## config.mk

```make
export PLATFORM = sky130hd
export DESIGN_NAME = i2c_cfg_data
export DESIGN_NICKNAME = d
export VERILOG_FILES = /design/src/inc/i2c_cfg_pkg.sv /design/src/verilog/scl_rate_gen.sv /design/src/verilog/own_addr_match.sv /design/src/verilog/i2c_cfg_data.sv
export VERILOG_INCLUDE_DIRS = /design/src /design/src/inc
export SDC_FILE = /design/constraint.sdc
export NUM_CORES = 1
export LEC_CHECK = 0
export BUFFER_PORTS_ARGS = -buffer_cell sky130_fd_sc_hd__buf_2
export CORE_ASPECT_RATIO = 1.4
export CORE_UTILIZATION = 51
export DETAILED_ROUTE_END_ITERATION = 12
export GPL_TIMING_DRIVEN = 0
export PLACE_DENSITY = 0.74
export RECOVER_POWER = 100
export SLEW_MARGIN = 0
export SYNTH_ARGS = -nofsm -noshare
export SYNTH_HDL_FRONTEND = slang
export SYNTH_SLANG_ARGS = --single-unit
export TNS_END_PERCENT = 20
```

## constraint.sdc

```tcl
create_clock -name clk -period 2.15 [get_ports clk]
set_input_delay 0.1075 -clock clk [delete_from_list [all_inputs] [get_ports clk]]
set_output_delay 0.1075 -clock clk [all_outputs]
set_load 0.03 [all_outputs]
```

## src/inc/i2c_cfg_consts.svh

```systemverilog
// Offsets, reset values, field positions and timing counts for the
// bus configuration and data block.
// Assumes a 40 MHz clock and an 8-bit register port.
`ifndef I2C_CFG_CONSTS_SVH
`define I2C_CFG_CONSTS_SVH

// ----------------------------------------------------------------
// Register offsets
// ----------------------------------------------------------------
`define OFF_CTL        8'h18
`define OFF_RATE       8'h1b
`define OFF_LOW        8'h1c
`define OFF_HIGH       8'h1d
`define OFF_BYTE       8'h1e
`define OFF_STAT       8'h1f

// ----------------------------------------------------------------
// Reset values
// ----------------------------------------------------------------
`define RST_CTL        8'h00
`define RST_RATE       8'h00
`define RST_BYTE       8'h00
`define RST_LOW        8'h00
`define RST_HIGH       8'h40
`define RST_ZERO       8'h00

// ----------------------------------------------------------------
// Field positions and masks
// ----------------------------------------------------------------
`define CTL_ON_BIT     5
`define CTL_TEN_BIT    7
`define RATE_SEL_BIT   7
`define HIGH_KEEP_MASK 8'hc6
`define HIGH_ADDR_MASK 8'h06
`define HIGH_BAND_MASK 8'hc0
`define IGNORED_ID     8'h01
`define TEN_HDR        5'h1e
`define STAT_FULL      0
`define STAT_READY     1
`define STAT_HIT       2
`define STAT_RW        3

// ----------------------------------------------------------------
// Timing
// ----------------------------------------------------------------
`define CLK_MHZ        40
`define HOLD_NS_SLOW   300
`define HOLD_NS_MID    250
`define HOLD_CYC(ns)   (((ns) * `CLK_MHZ + 999) / 1000)
`define SM_SHIFT       2
`define FM_SHIFT       1

`endif

```

## src/inc/i2c_cfg_pkg.sv

```systemverilog
// Types shared by the bus configuration and data block.
// Assumes the constants header is compiled alongside.
package i2c_cfg_pkg;

  // ----------------------------------------------------------------
  // Register port request
  // ----------------------------------------------------------------
  typedef struct packed {
    logic [7:0] addr;
    logic [7:0] wdata;
    logic       wr;
    logic       rd;
  } reg_req_t;

  // ----------------------------------------------------------------
  // Events from the serial engine, same clock
  // ----------------------------------------------------------------
  typedef struct packed {
    logic       transmitting;
    logic       rx_valid;
    logic [7:0] rx_data;
    logic       addr_first;
    logic       addr_second;
    logic [7:0] addr_byte;
    logic       stop;
  } bus_evt_t;

  typedef enum logic [1:0] {
    RX_IDLE = 2'b00,
    RX_WAIT = 2'b01,
    RX_FULL = 2'b10
  } rx_state_t;

endpackage : i2c_cfg_pkg

```

## src/verilog/scl_rate_gen.sv

```systemverilog
// SCL half-period enable and data hold enable generator.
// Assumes a 40 MHz clock and a synchronous active-low reset copy.
`timescale 1ns/100ps
`include "i2c_cfg_consts.svh"
module scl_rate_gen
  import i2c_cfg_pkg::*;
(
  input  wire logic       clk,
  input  wire logic       rst_n,
  input  wire logic       run,
  input  wire logic       fast,
  input  wire logic [6:0] divider,
  input  wire logic [1:0] band,
  output logic            scl_tick,
  output logic            hold_tick
);

  logic [9:0] half_cnt;
  logic [3:0] hold_cnt;

  function automatic logic [9:0] half_len(input logic f, input logic [6:0] d);
    logic [9:0] base;
    base = {3'h0, d} + 10'h001;
    half_len = f ? (base << `FM_SHIFT) : (base << `SM_SHIFT);
  endfunction : half_len

  // Only bands 00 and 01 are defined; reserved codes take the 01 delay
  function automatic logic [3:0] hold_len(input logic [1:0] b);
    hold_len = (b == 2'b00) ? 4'(`HOLD_CYC(`HOLD_NS_SLOW))
                            : 4'(`HOLD_CYC(`HOLD_NS_MID));
  endfunction : hold_len

  // ----------------------------------------------------------------
  // Half period counter
  // ----------------------------------------------------------------
  always_ff @(posedge clk or negedge rst_n) begin
    if (!rst_n) begin
      half_cnt <= 10'h000;
      scl_tick <= 1'b0;
    end else if (!run) begin
      half_cnt <= 10'h000;
      scl_tick <= 1'b0;
    end else if (half_cnt <= 10'h001) begin
      half_cnt <= half_len(fast, divider);
      scl_tick <= 1'b1;
    end else begin
      half_cnt <= half_cnt - 10'h001;
      scl_tick <= 1'b0;
    end
  end

  // ----------------------------------------------------------------
  // Hold delay after each edge
  // ----------------------------------------------------------------
  always_ff @(posedge clk or negedge rst_n) begin
    if (!rst_n) begin
      hold_cnt  <= 4'h0;
      hold_tick <= 1'b0;
    end else if (!run) begin
      hold_cnt  <= 4'h0;
      hold_tick <= 1'b0;
    end else if (scl_tick) begin
      // Loaded one short: the registered tick supplies the last cycle
      hold_cnt  <= hold_len(band) - 4'h1;
      hold_tick <= 1'b0;
    end else begin
      hold_cnt  <= (hold_cnt != 4'h0) ? hold_cnt - 4'h1 : 4'h0;
      hold_tick <= (hold_cnt == 4'h1);
    end
  end

endmodule : scl_rate_gen

```

## src/verilog/own_addr_match.sv

```systemverilog
// Own slave address comparison for 7-bit and 10-bit addressing.
// Assumes address bytes arrive as one-cycle strobes on the same clock.
`timescale 1ns/100ps
`include "i2c_cfg_consts.svh"
module own_addr_match
  import i2c_cfg_pkg::*;
(
  input  wire logic       clk,
  input  wire logic       rst_n,
  input  wire logic       clear,
  input  wire logic       ten_bit,
  input  wire logic [7:0] own_low,
  input  wire logic [1:0] own_top,
  input  wire logic       first,
  input  wire logic       second,
  input  wire logic [7:0] addr_byte,
  output logic            hit,
  output logic            hit_pulse,
  output logic            rw
);

  logic hdr_ok;
  logic match7;

  // Direction slot is not compared, and value 01h never answers in seven-bit mode
  assign match7 = (own_low != `IGNORED_ID) &&
                  (addr_byte[7:1] == own_low[7:1]);

  always_ff @(posedge clk or negedge rst_n) begin
    if (!rst_n) begin
      hit       <= 1'b0;
      hit_pulse <= 1'b0;
      rw        <= 1'b0;
      hdr_ok    <= 1'b0;
    end else if (clear) begin
      hit       <= 1'b0;
      hit_pulse <= 1'b0;
      rw        <= 1'b0;
      hdr_ok    <= 1'b0;
    end else if (first && !ten_bit) begin
      hit       <= match7;
      hit_pulse <= match7;
      rw        <= addr_byte[0];
    end else if (first) begin
      hdr_ok    <= (addr_byte[7:3] == `TEN_HDR) &&
                   (addr_byte[2:1] == own_top);
      rw        <= addr_byte[0];
      hit_pulse <= 1'b0;
    end else if (second && ten_bit) begin
      hit       <= hdr_ok && (addr_byte == own_low);
      hit_pulse <= hdr_ok && (addr_byte == own_low);
    end else begin
      hit_pulse <= 1'b0;
    end
  end

endmodule : own_addr_match

```

## src/verilog/i2c_cfg_data.sv

```systemverilog
// Speed, data and own address registers of the two-wire interface.
// Assumes a serial engine on the same clock drives the event struct.
//
// Overview of operation
// - Rate register top bit picks standard (0) or fast (1); kept when off.
// - Seven-bit divider with the mode sets SCL rate; kept when off.
// - One 8-bit data register holds next byte out or last byte in.
// - Writing the data register while transmitting starts the byte at once.
// - First received byte lands automatically, chosen by the address direction bit.
// - Each further received byte waits for a software read of data.
// - Seven-bit mode: low address bits 7..1 form the answered address; kept.
// - Ten-bit mode: all eight low bits give the low address; kept.
// - Ten-bit mode: high register bits 2..1 give top address bits; kept.
// - Rate, data and low address registers reset to zero.
// - Interface off clears status but keeps configuration and address fields.
`timescale 1ns/100ps
`include "i2c_cfg_consts.svh"
module i2c_cfg_data
  import i2c_cfg_pkg::*;
(
  input  wire logic       clk,
  input  wire logic       nrst,
  input  wire reg_req_t   req,
  output logic [7:0]      rdata,
  input  wire bus_evt_t   evt,
  output logic            interface_on,
  output logic            ten_bit,
  output logic            bus_rate_select,
  output logic            tx_go,
  output logic [7:0]      tx_byte,
  output logic            rx_ready,
  output logic            addr_hit,
  output logic            slave_rw,
  output logic            scl_tick,
  output logic            hold_tick
);

  // ----------------------------------------------------------------
  // Reset release
  // ----------------------------------------------------------------
  logic rst_meta;
  logic rst_n;

  always_ff @(posedge clk or negedge nrst) begin
    if (!nrst) begin
      rst_meta <= 1'b0;
      rst_n    <= 1'b0;
    end else begin
      rst_meta <= 1'b1;
      rst_n    <= rst_meta;
    end
  end

  // ----------------------------------------------------------------
  // Decode
  // ----------------------------------------------------------------
  logic [7:0] bus_rate_reg;
  logic [7:0] bus_byte_reg;
  logic [7:0] own_id_low_reg;
  logic [7:0] own_id_high_reg;
  rx_state_t  rx_state;
  rx_state_t  next_rx_state;
  logic       hit_pulse;

  function automatic logic wr_at(input reg_req_t r, input logic [7:0] off);
    wr_at = r.wr && (r.addr == off);
  endfunction : wr_at

  function automatic logic rd_at(input reg_req_t r, input logic [7:0] off);
    rd_at = r.rd && (r.addr == off);
  endfunction : rd_at

  // ----------------------------------------------------------------
  // Control register
  // ----------------------------------------------------------------
  always_ff @(posedge clk or negedge rst_n) begin
    if (!rst_n) begin
      interface_on <= 1'b0;
      ten_bit      <= 1'b0;
    end else if (wr_at(req, `OFF_CTL)) begin
      interface_on <= req.wdata[`CTL_ON_BIT];
      ten_bit      <= req.wdata[`CTL_TEN_BIT];
    end
  end

  // ----------------------------------------------------------------
  // Rate register
  // ----------------------------------------------------------------
  // No clear on interface off: rate survives a disable
  always_ff @(posedge clk or negedge rst_n) begin
    if (!rst_n) begin
      bus_rate_reg <= `RST_RATE;
    end else if (wr_at(req, `OFF_RATE)) begin
      bus_rate_reg <= req.wdata;
    end
  end

  always_ff @(posedge clk or negedge rst_n) begin
    if (!rst_n) begin
      bus_rate_select <= 1'b0;
    end else begin
      bus_rate_select <= bus_rate_reg[`RATE_SEL_BIT];
    end
  end

  // ----------------------------------------------------------------
  // Own address registers
  // ----------------------------------------------------------------
  always_ff @(posedge clk or negedge rst_n) begin
    if (!rst_n) begin
      own_id_low_reg <= `RST_LOW;
    end else if (wr_at(req, `OFF_LOW)) begin
      own_id_low_reg <= req.wdata;
    end
  end

  // Band field locked while running so delays never change mid-frame
  always_ff @(posedge clk or negedge rst_n) begin
    if (!rst_n) begin
      own_id_high_reg <= `RST_HIGH;
    end else if (wr_at(req, `OFF_HIGH)) begin
      if (interface_on) begin
        own_id_high_reg <= (own_id_high_reg & `HIGH_BAND_MASK) |
                           (req.wdata & `HIGH_ADDR_MASK);
      end else begin
        own_id_high_reg <= req.wdata & `HIGH_KEEP_MASK;
      end
    end
  end

  // ----------------------------------------------------------------
  // Receive pacing
  // ----------------------------------------------------------------
  always_comb begin
    next_rx_state = rx_state;
    case (rx_state)
      RX_IDLE: begin
        if (hit_pulse && !slave_rw) begin
          next_rx_state = RX_WAIT;
        end
      end
      RX_WAIT: begin
        if (evt.rx_valid) begin
          next_rx_state = RX_FULL;
        end
      end
      RX_FULL: begin
        if (rd_at(req, `OFF_BYTE)) begin
          next_rx_state = RX_WAIT;
        end
      end
      default: begin
        next_rx_state = RX_IDLE;
      end
    endcase
    // A new address restarts pacing, so a read direction never leaves it armed
    if (!interface_on || evt.stop || evt.addr_first) begin
      next_rx_state = RX_IDLE;
    end
  end

  always_ff @(posedge clk or negedge rst_n) begin
    if (!rst_n) begin
      rx_state <= RX_IDLE;
      rx_ready <= 1'b0;
    end else begin
      rx_state <= next_rx_state;
      rx_ready <= (next_rx_state == RX_WAIT);
    end
  end

  // ----------------------------------------------------------------
  // Data register
  // ----------------------------------------------------------------
  // A captured byte beats a software write in the same cycle
  always_ff @(posedge clk or negedge rst_n) begin
    if (!rst_n) begin
      bus_byte_reg <= `RST_BYTE;
    end else if (interface_on && rx_ready && evt.rx_valid) begin
      bus_byte_reg <= evt.rx_data;
    end else if (wr_at(req, `OFF_BYTE)) begin
      bus_byte_reg <= req.wdata;
    end
  end

  always_ff @(posedge clk or negedge rst_n) begin
    if (!rst_n) begin
      tx_go   <= 1'b0;
      tx_byte <= `RST_BYTE;
    end else begin
      tx_go <= wr_at(req, `OFF_BYTE) && interface_on && evt.transmitting;
      if (wr_at(req, `OFF_BYTE)) begin
        tx_byte <= req.wdata;
      end
    end
  end

  // ----------------------------------------------------------------
  // Address match and rate generation
  // ----------------------------------------------------------------
  own_addr_match u_match (
    .clk       (clk),
    .rst_n     (rst_n),
    .clear     (!interface_on || evt.stop),
    .ten_bit   (ten_bit),
    .own_low   (own_id_low_reg),
    .own_top   (own_id_high_reg[2:1]),
    .first     (evt.addr_first),
    .second    (evt.addr_second),
    .addr_byte (evt.addr_byte),
    .hit       (addr_hit),
    .hit_pulse (hit_pulse),
    .rw        (slave_rw)
  );

  scl_rate_gen u_rate (
    .clk       (clk),
    .rst_n     (rst_n),
    .run       (interface_on),
    .fast      (bus_rate_reg[`RATE_SEL_BIT]),
    .divider   (bus_rate_reg[6:0]),
    .band      (own_id_high_reg[7:6]),
    .scl_tick  (scl_tick),
    .hold_tick (hold_tick)
  );

  // ----------------------------------------------------------------
  // Read port
  // ----------------------------------------------------------------
  always_ff @(posedge clk or negedge rst_n) begin
    if (!rst_n) begin
      rdata <= `RST_ZERO;
    end else if (req.rd) begin
      case (req.addr)
        `OFF_CTL:  rdata <= {ten_bit, 1'b0, interface_on, 5'h00};
        `OFF_RATE: rdata <= bus_rate_reg;
        `OFF_LOW:  rdata <= own_id_low_reg;
        `OFF_HIGH: rdata <= own_id_high_reg & `HIGH_KEEP_MASK;
        `OFF_BYTE: rdata <= bus_byte_reg;
        `OFF_STAT: rdata <= {4'h0, slave_rw, addr_hit, rx_ready,
                             (rx_state == RX_FULL)};
        default:   rdata <= `RST_ZERO;
      endcase
    end else begin
      rdata <= `RST_ZERO;
    end
  end
endmodule : i2c_cfg_data

```

==> results of run 1 <==
-- power groups by stage --
stage	logic (µW)	registers (µW)	clock network, µW
global route	400	1490	1000
CTS	349	1480	953
floorplan	200	1510	0
detailed placement	335	1510	0
finish	371	1480	935
global placement	329	1510	0
-- final timing paths --
kind,start,end,depth (start not counted)
worst max-delay path,req[15],bus_rate_reg[2],5
worst min-delay path,evt[13],bus_byte_reg[2],3
worst max register to register,u_rate.half_cnt[5],u_rate.half_cnt[5],5
worst min register to register,rst_meta,rst_n,0
max in group asynchronous,rst_n,u_match.hit_pulse,0
min in group asynchronous,nrst,rst_meta,2
-- cells in the mapped netlist, types with 4 or more instances --
cell / instances / area [µm²]
nor3_1: 12 / 60.06
a211oi_1: 4 / 30.03
a31oi_1: 11 / 68.82
inv_1: 9 / 33.78
o21a_1: 4 / 30.03
nand2_1: 43 / 161.4
and3_1: 4 / 25.02
nand3_1: 8 / 40.04
nand2b_1: 6 / 37.54
xnor2_1: 9 / 78.83
o21ai_0: 8 / 40.04
a22oi_1: 6 / 45.04
mux2i_1: 9 / 90.09
a21oi_1: 18 / 90.09
dfrtp_1: 72 / 1802
mux2_2: 22 / 247.7
clkbuf_1: 14 / 52.55
nand4_1: 6 / 37.54
nand3b_1: 4 / 30.03
nor2b_1: 6 / 37.54
nor2_1: 30 / 112.6
xor2_1: 7 / 61.31
-- kinds of logic after synthesis --
kind of cell | synth area share
AND/OR/NAND/NOR | 0.2067
AO/OA/AOI/OAI | 0.1346
multiplexers | 0.09524
adder cells (fa/ha/maj) | 0.009922
XOR/XNOR | 0.03704
flip-flops | 0.4831
buffers and inverters | 0.03241
other | 0.0009911
-- routing by layer --
metal  routed length, µm  vias up  track usage  share of wire
li1                    -     1525            -              -
met1                3870     1567       0.3275           0.40
met2                5146      108       0.4575           0.53
met3                 389       24      0.04457          0.040
met4                 290        0       0.1159          0.030
met5                   0        -            0              0
-- cell type report --
class	count	area share
Timing Repair Buffer	78	0.09343
Multi-Input combinational cell	274	0.4137
Clock inverter	5	0.007552
Sequential cell	73	0.4090
Buffer	16	0.01371
Clock buffer	10	0.02853
Inverter	9	0.007552
Tap cell	95	0.02657
-- what timing repair did --
action	CTS	global route
setup endpoints to repair	5	4
gates cloned	0	0
hold endpoints to repair	8	0
setup buffers	2	5
hold buffers	7	0
gates resized for setup	3	6
pin swaps	1	2
-- tightest hold or removal path: cells and delay by family --
kind                   cells  cell delay [ns]
buffers and inverters      1             0.10
and+or+nand+nor            1             0.09
AOI/OAI and AO/OA          1             0.05
-- metrics by stage --
stage          utilization  worst slack, ns  setup TNS [ns]
2_1_floorplan            -          0.05873               0
3_3_place_gp        0.5973          -0.1805          -1.285
3_5_place_dp        0.5977          -0.1989          -2.137
4_1_cts             0.6331          0.03012               0
5_1_grt             0.6325        -0.006695       -0.007426
6_report            0.6325          0.04749               0
==> reports/qor.txt, run 1 <==
Status: finished clean
Max Clk Rate: 475.6 MHz
Post-synthesis sequential area ratio: 0.4831
Share of cells above drive strength 1: 0.2129
Initial Utilization: 0.5350
Int Pwr: 1994 µW
Num ports: 66
Detail Route Antenna Nets: 0
Multi-input logic area: 1851 µm²
Peak VDD IR: 0.4933 mV
Total power: 2788 µW
CTS Buffer Depth: 2
YS warnings: 0
Antenna diodes: 0
Async SR Flop Fraction: 1.000
First-pass GRT wire length: 15.47 mm
CP max stage delay: 0.77 ns
Drt total wl: 9.697 mm
Register area: 1829 µm²
PD cells: 623.3 nW/µm²
Final Critical Period: 2.103 ns
Critical path's slowest cell: nor4b_2
Ys flop type: dfrtp_1
Die H: 103.9 µm
# port buffers: 64
Hold crit path type: in -> reg
Buf/Inv on CP: 1
Final Instance Count excl. Fillers: 560
Post-DP HPWL: 6.983 mm
DR vias: 3,224
P_leak: 0.002028 µW
WS Path Type: in -> reg
Detailed Routing Iterations Pass 1: 4
All-Layer GR Usage: 0.2694
Drt drc: 0
Die area: 7772 µm²
Dpl cell area: 4227 µm²
Sw Share: 0.2848
H-tree levels: 3
Vias per inst: 5.757
Area of the core: 7072 µm²
Fin nets: 505
Clk pwr share: 0.336
Clk_skew: 0.009320 ns
Logic gate share of total power: 0.133
Actual slew at the worst max-slew pin: 1.489 ns
CTS root buf: clkbuf_8
Layout Area Growth over Synthesis: 18.22%
Max-cap viol count: 0
Slew HR: 0.007306
Fin crit share: 0.9779
Sinks on Clock Net: 73
TritonCTS clock tree: done
TritonCTS Buffers: 9
Die W: 74.80 µm
WP data arrival: 2.35 ns
CP delay by family, top: simple AND/OR/NAND/NOR gates
Vias in the first global route: 3,189
Reg clk slew, reported paths: 0.08 ns
Worst Hold Margin: 0.02243 ns
Crit-path cells: buf_2 > nor4b_1 > nor4b_2 > nand2_2 > mux2_2
Average wire per standard cell: 17.32 µm
Setup-failing EPs final: 0
Core Rows: 36
EDFF count, synth: 0
R2r setup slk: 0.05 ns
Number of cells after detailed placement: 534
Distinct cells, synth: 61
Psw: 794.1 µW
Total gr overflow: 0
Commonest non-fill, non-tap cell in the layout: dfrtp_1
Seq pwr share: 0.531
Largest net degree at the start of global routing: 72
Post-synthesis register bit count: 73
Mapped Avg Cell Area: 10.09 µm²
Max reg flops: 10
Final Cell Area: 4473 µm²
Worst Setup End Kind: flip-flop
Commonest non-fill, non-tap cells in the layout: 71 x dfrtp_1, 43 x nand2_1, 41 x clkbuf_1
Worst-Skew Late Latency: 0.36 ns
Synth Instances: 375
Antenna violations before repair: 0
Fill count: 649
Iteration-0 DRC Markers: 196
CP Max Fanout: 8
Worst Setup Start Kind: input pin
Synth Net Count: 419
Gpl congestion: 0.8937
WP data required: 2.39 ns
Final hold vios: 0
Most flop-heavy register: u_rate.half_cnt
Mapped Area: 3784 µm²
Final Max Slew Viols: 0
Power figures use the tool's default switching activity.
==> inputs of run 2 (changes only) <==
--- a/config.mk
+++ b/config.mk
@@ -6,12 +6,14 @@
 export SDC_FILE = /design/constraint.sdc
 export NUM_CORES = 1
 export LEC_CHECK = 0
+export ABC_AREA = 1
 export BUFFER_PORTS_ARGS = -buffer_cell sky130_fd_sc_hd__buf_2
 export CORE_ASPECT_RATIO = 1.4
+export CORE_MARGIN = 5
 export CORE_UTILIZATION = 51
 export DETAILED_ROUTE_END_ITERATION = 12
 export GPL_TIMING_DRIVEN = 0
-export PLACE_DENSITY = 0.74
+export PLACE_DENSITY = 0.73
 export RECOVER_POWER = 100
 export SLEW_MARGIN = 0
 export SYNTH_ARGS = -nofsm -noshare
==> run 2 against run 1 <==
First-iteration DRC count fell by 27%; final area is 2.6% higher; synthesized cell count increased by 43%; via count up 16%; fmax increased by 27%; largest cell class is now registers.
==> reports/qor.txt, run 2 <==
Largest net degree at the start of global routing: 72
Fin nets: 665
Worst Setup End Kind: flip-flop
Seq pwr share: 0.472
Core Rows: 38
Max reg flops: 10
Largest cells by area after synthesis: dfrtp_1 45%, nand2_1 13%, nand3_1 11%, inv_1 6.7%, nor2_1 5.2%
Setup-failing EPs final: 0
Synth Net Count: 579
Die area: 9671 µm²
WP data arrival: 1.94 ns
Top-area cell type share of the netlist area: 0.4540
Detail Route Antenna Nets: 0
Antenna violations before repair: 0
Post-synthesis sequential area ratio: 0.4606
Int Pwr: 2387 µW
Final Cell Area: 4591 µm²
Logic gate share of total power: 0.257
Layout Area Growth over Synthesis: 15.67%
First-pass GRT wire length: 17.52 mm
Average wire per standard cell: 14.18 µm
Hold crit path type: in -> reg
Peak VDD IR: 0.4956 mV
Worst-Skew Late Latency: 0.36 ns
CP Max Fanout: 5
Commonest non-fill, non-tap cell in the layout: nand2_1
Final Critical Period: 1.655 ns
All-Layer GR Usage: 0.2298
Mux cell area share after synthesis: 0.002522
Mapped Area: 3969 µm²
Drt total wl: 10.29 mm
Drt drc: 0
Most flop-heavy register: u_rate.half_cnt
P_leak: 0.002446 µW
Commonest non-fill, non-tap cells in the layout: 143 x nand2_1, 91 x nand3_1, 72 x inv_1
Die H: 114.4 µm
Worst Setup Start Kind: flip-flop
GR Util met2: 0.4208
Slew HR: 0.008406
YS warnings: 0
WS Path Type: reg -> reg
H-tree levels: 3
Max-cap viol count: 0
WP data required: 2.43 ns
Synth Instances: 535
Mapped Avg Cell Area: 7.418 µm²
Die W: 84.56 µm
Antenna diodes: 0
Sinks on Clock Net: 73
Synth Area in Adders: 0.009458
Clk pwr share: 0.271
CTS Buffer Depth: 2
CTS resizes: 0
Met3 Use GR: 0.03528
Largest family of logic cells by synthesized area: simple AND/OR/NAND/NOR gates
Most common cell in the netlist: nand2_1
Max Clk Rate: 604.3 MHz
CTS root buf: clkbuf_8
Detailed Routing Iterations Pass 1: 5
Async SR Flop Fraction: 1.000
Grt peak-use layer: met2
PD cells: 796.8 nW/µm²
Cell taking the most area after synthesis: dfrtp_1
Final Max Slew Viols: 0
Distinct cells, synth: 37
Clk_skew: 0.005298 ns
Ys flop type: dfrtp_1
EDFF count, synth: 0
Area of the core: 7655 µm²
Initial Utilization: 0.5185
# port buffers: 65
Num ports: 66
TritonCTS Buffers: 9
Final hold vios: 0
Gpl congestion: 0.9410
Psw: 1271 µW
TritonCTS clock tree: done
DR vias: 3,744
Fraction of the mapped netlist area in compound gates: 0.07503
Actual slew at the worst max-slew pin: 1.487 ns
Post-Synth Simple-Gate Area: 0.3556
Synth top cells by count: 142 x nand2_1, 90 x nand3_1, 72 x dfrtp_1
Total gr overflow: 0
Share of cells above drive strength 1: 0.1038
Synth Area in XOR/XNOR: 0.006620
Fin crit share: 0.7697
Dpl cell area: 4423 µm²
Post-DP HPWL: 8.011 mm
Reg clk slew, reported paths: 0.07 ns
Sw Share: 0.3476
RSZ-0062 raised after global routing: no
Vias per inst: 5.157
Vias in the first global route: 3,844
Status: finished clean
Post-synthesis register bit count: 73
Iteration-0 DRC Markers: 143
GR Util met1: 0.2556
Sum Neg Setup Slack: 0 ns
-- run 2: cell types whose count changed after synthesis, sizes merged, moves of 8 or more --
| cell | previous run | this run |
|---|---|---|
| inv | 9 | 73 |
| xnor2 | 9 | 1 |
| nor3 | 12 | 3 |
| o21ai | 8 | 36 |
| clkbuf | 14 | 1 |
| nand2 | 44 | 144 |
| mux2i | 9 | 1 |
| nand3 | 8 | 91 |
| nor2 | 30 | 63 |
| a31oi | 11 | 2 |
| mux2 | 22 | 0 |
-- run 2: logic make-up after synthesis --
logic type                 Yosys count
AOI/OAI and AO/OA                   56
other                                1
and+or+nand+nor                    314
buffers and inverters               84
DFF                                 73
adders and majority gates            3
xor gates and xnor gates             3
muxes                                1
-- run 2: worst paths after layout --
| path | startpoint | end | slack [ns] | depth (start not counted) |
|---|---|---|---|---|
| max | u_rate.half_cnt[0] | u_rate.half_cnt[1] | 0.50 | 10 |
| min in group asynchronous | nrst | rst_meta | 0.05 | 2 |
| min | req[4] | bus_byte_reg[2] | 0.01 | 3 |
| max reg2reg | u_rate.half_cnt[0] | u_rate.half_cnt[1] | 0.50 | 10 |
| min reg2reg | rst_meta | rst_n | 0.36 | 0 |
| max in group asynchronous | rst_n | rx_state[1] | 0.61 | 0 |
-- run 2: repair_timing --
item | in CTS | in global routing
hold endpoints to repair | 11 | 0
hold buffers | 10 | 0
buffers inserted | 0 | 0
-- run 2: cell type report --
cell class,instances,area [µm²]
Fill cell,730,3064
Sequential cell,73,1829
Multi-Input combinational cell,378,1732
Timing Repair Buffer,75,392.9
Inverter,73,274.0
Clock buffer,13,158.9
Tap cell,100,125.1
Buffer,11,55.05
Clock inverter,3,23.77
-- run 2: metal layers --
metal  wire [µm]  vias up
met5           0        -
met3         443       22
met1        4080     1745
met4         294        0
li1            -     1890
met2        5474       87
-- run 2: stage by stage --
| stage | hold slack (ns) | cells | util | total power, µW | worst slack (ns) |
|---|---|---|---|---|---|
| 6_report | 0.01176 | 726 | 0.5997 | 3658 | 0.4951 |
| 5_1_grt | 0.01544 | 726 | 0.5997 | 3927 | 0.2291 |
| 3_5_place_dp | -0.1040 | 700 | 0.5778 | 2685 | 0.4765 |
| 3_3_place_gp | -0.1076 | 700 | 0.5775 | 2647 | 0.5153 |
| 4_1_cts | 0.006398 | 726 | 0.6147 | 3688 | 0.4521 |
| 2_1_floorplan | -0.1881 | 535 | - | 2411 | 0.7342 |
-- run 2: power by group through the flow --
stage	sequential, µW	combinational (µW)	clock (µW)
final	1730	941	991
after global routing	1750	1080	1090
after CTS	1720	952	1010
after detailed placement	1750	935	0
after global placement	1740	905	0
after floorplan	1750	658	0
-- run 2: worst max-delay path: stages (launching register included) --
cell and delay (ns):
dfrtp_1 0.40, inv_1 0.08, ha_1 0.23, inv_1 0.06, nand2_1 0.08, nand3_1 0.07
nor2_1 0.22, nand2_1 0.19, inv_1 0.11, nand3_1 0.07, o21ai_0 0.07
==> inputs of run 3 (changes only) <==
==> constraint.sdc (replaced) <==
create_clock -name clk -period 1.45 [get_ports clk]
set_input_delay 0.0725 -clock clk [delete_from_list [all_inputs] [get_ports clk]]
set_output_delay 0.0725 -clock clk [all_outputs]
set_load 0.03 [all_outputs]
==> run 3 against run 2 <==
Wire length grew 3.4%; non-clock buffer count grew 11; critical path type unchanged; register-to-register slack lost 0.44 ns; die area is the same; highest routed layer unchanged; worst setup slack lost 0.44 ns; first-iteration DRC count grew 25%; sequential power grew 49%; critical path depth is the same.
==> reports/qor.txt, run 3 (synthesis results as in run 2) <==
Worst Setup End Kind: flip-flop
Core Rows: 38
Area of the core: 7655 µm²
WS Path Type: reg -> reg
Actual slew at the worst max-slew pin: 0.8964 ns
Worst Hold Path EP: rx_state[1]
R2r setup slk: 0.06 ns
Antenna violations before repair: 0
Fill count: 708
Max-cap viol count: 0
PD cells: 1191 nW/µm²
CP Max Fanout: 4
Initial Utilization: 0.5185
Antenna diodes: 0
H-tree levels: 3
Worst Hold Margin: 0.01041 ns
All-Layer GR Usage: 0.2348
Share of cells above drive strength 1: 0.1664
Reg clk slew, reported paths: 0.07 ns
Die H: 114.4 µm
Sum Neg Setup Slack: 0 ns
Layout Area Growth over Synthesis: 21.78%
CTS Buffer Depth: 2
Detailed Routing Iterations Pass 1: 4
CTS root buf: clkbuf_8
Total gr overflow: 0
Slew HR: 0.4024
Average wire per standard cell: 14.43 µm
Num ports: 66
DR vias: 3,838
First-pass GRT wire length: 17.89 mm
RSZ-0062 raised after global routing: yes
Final hold vios: 0
Worst hold start: evt[19]
Gpl congestion: 0.9410
Most flop-heavy register: u_rate.half_cnt
Vias per inst: 5.208
TritonCTS clock tree: done
Peak VDD IR: 0.7382 mV
Final Cell Area: 4833 µm²
Die W: 84.56 µm
Iteration-0 DRC Markers: 179
Clk_skew: 0.008275 ns
WP data arrival: 1.65 ns
Hold crit path type: in -> reg
WHS Path Cells: 3
Max reg flops: 10
Dpl cell area: 4423 µm²
Worst-Skew Late Latency: 0.36 ns
Status: finished clean
Setup-failing EPs final: 0
Sinks on Clock Net: 73
Detail Route Antenna Nets: 0
Drt total wl: 10.64 mm
Worst Setup Start Kind: flip-flop
Final Max Slew Viols: 0
Vias in the first global route: 3,933
R2r startpoint: u_rate.half_cnt[0]
Fin crit share: 0.9604
# port buffers: 65
Post-DP HPWL: 8.011 mm
Commonest non-fill, non-tap cell in the layout: nand2_1
P_leak: 0.002522 µW
Drt drc: 0
Commonest non-fill, non-tap cells in the layout: 139 x nand2_1, 88 x nand3_1, 68 x dfrtp_1
TritonCTS Buffers: 9
Max Clk Rate: 718.1 MHz
Die area: 9671 µm²
WP data required: 1.71 ns
FF-to-FF End: u_rate.half_cnt[6]
Reg2Reg Depth: 10
Fin nets: 676
Final Critical Period: 1.393 ns
Largest net degree at the start of global routing: 72
[run 3: cell types whose count changed in the layout (fill, tap and decap cells not counted), sizes merged]
| cell | previous run | this run |
|---|---|---|
| buf | 43 | 52 |
| dlygate4sd3 | 10 | 14 |
| clkbuf | 46 | 44 |
| clkinvlp | 2 | 3 |
| inv | 74 | 73 |
[run 3: what timing repair did]
action                                  CTS  global route
hold buffers                             14             0
pin swaps                                 2             7
gates resized for setup                  10            26
endpoints found under the hold margin    13             0
endpoints found under the setup margin   11            23
setup buffers                             4             3
[run 3: how the worst max path moves through the flow]
stage,from,endpoint,cells past startpoint
2_1_floorplan,u_rate.half_cnt[0],u_rate.half_cnt[9],9
3_3_place_gp,rst_n,rdata[3],0
3_5_place_dp,u_rate.half_cnt[0],u_rate.half_cnt[9],9
4_1_cts,u_rate.half_cnt[0],u_rate.half_cnt[6],10
5_1_grt,u_rate.half_cnt[0],u_rate.half_cnt[6],10
6_report,u_rate.half_cnt[0],u_rate.half_cnt[6],10
[run 3: routing by layer]
layer,share of wire,up-vias,track usage
met3,0.038,23,0.03744
met1,0.39,1814,0.2584
met5,0,-,0
li1,-,1916,-
met2,0.54,85,0.4313
met4,0.029,0,0.1204
[run 3: final cells by class]
type,count,area (µm²),share of cell area
multi-input cells,378,1852,0.3831
flip-flops and latches,73,1836,0.3798
repair buffers,86,493.0,0.1020
inverters,73,275.3,0.05695
clock buffers,13,158.9,0.03288
well taps,100,125.1,0.02589
plain buffers,11,70.07,0.01450
clock inverters,3,23.77,0.004918
[run 3: per-stage QoR]
stage | utilization | setup WS, ns | power (µW) | cells
after global placement | 0.5775 | -0.1847 | 3925 | 700
after floorplan | - | 0.03417 | 3575 | 535
after global routing | 0.6314 | -0.04800 | 6167 | 737
final | 0.6314 | 0.05742 | 5757 | 737
after CTS | 0.6288 | 0.002851 | 5579 | 734
after detailed placement | 0.5778 | -0.2235 | 3981 | 700
[run 3: where the power goes]
| group | switching, µW | internal, µW |
|---|---|---|
| registers | 271 | 2310 |
| logic | 1030 | 671 |
| clock network | 753 | 722 |
[run 3: worst max-delay path, cell delays in order, from the launching register on]
cell and delay (ns):
dfrtp_2 0.44, inv_2 0.08, ha_4 0.14, inv_1 0.05, nand2_2 0.06, nand3_2 0.08
nor2_4 0.15, buf_4 0.13, nand3_1 0.06, nand2_1 0.06, inv_1 0.04
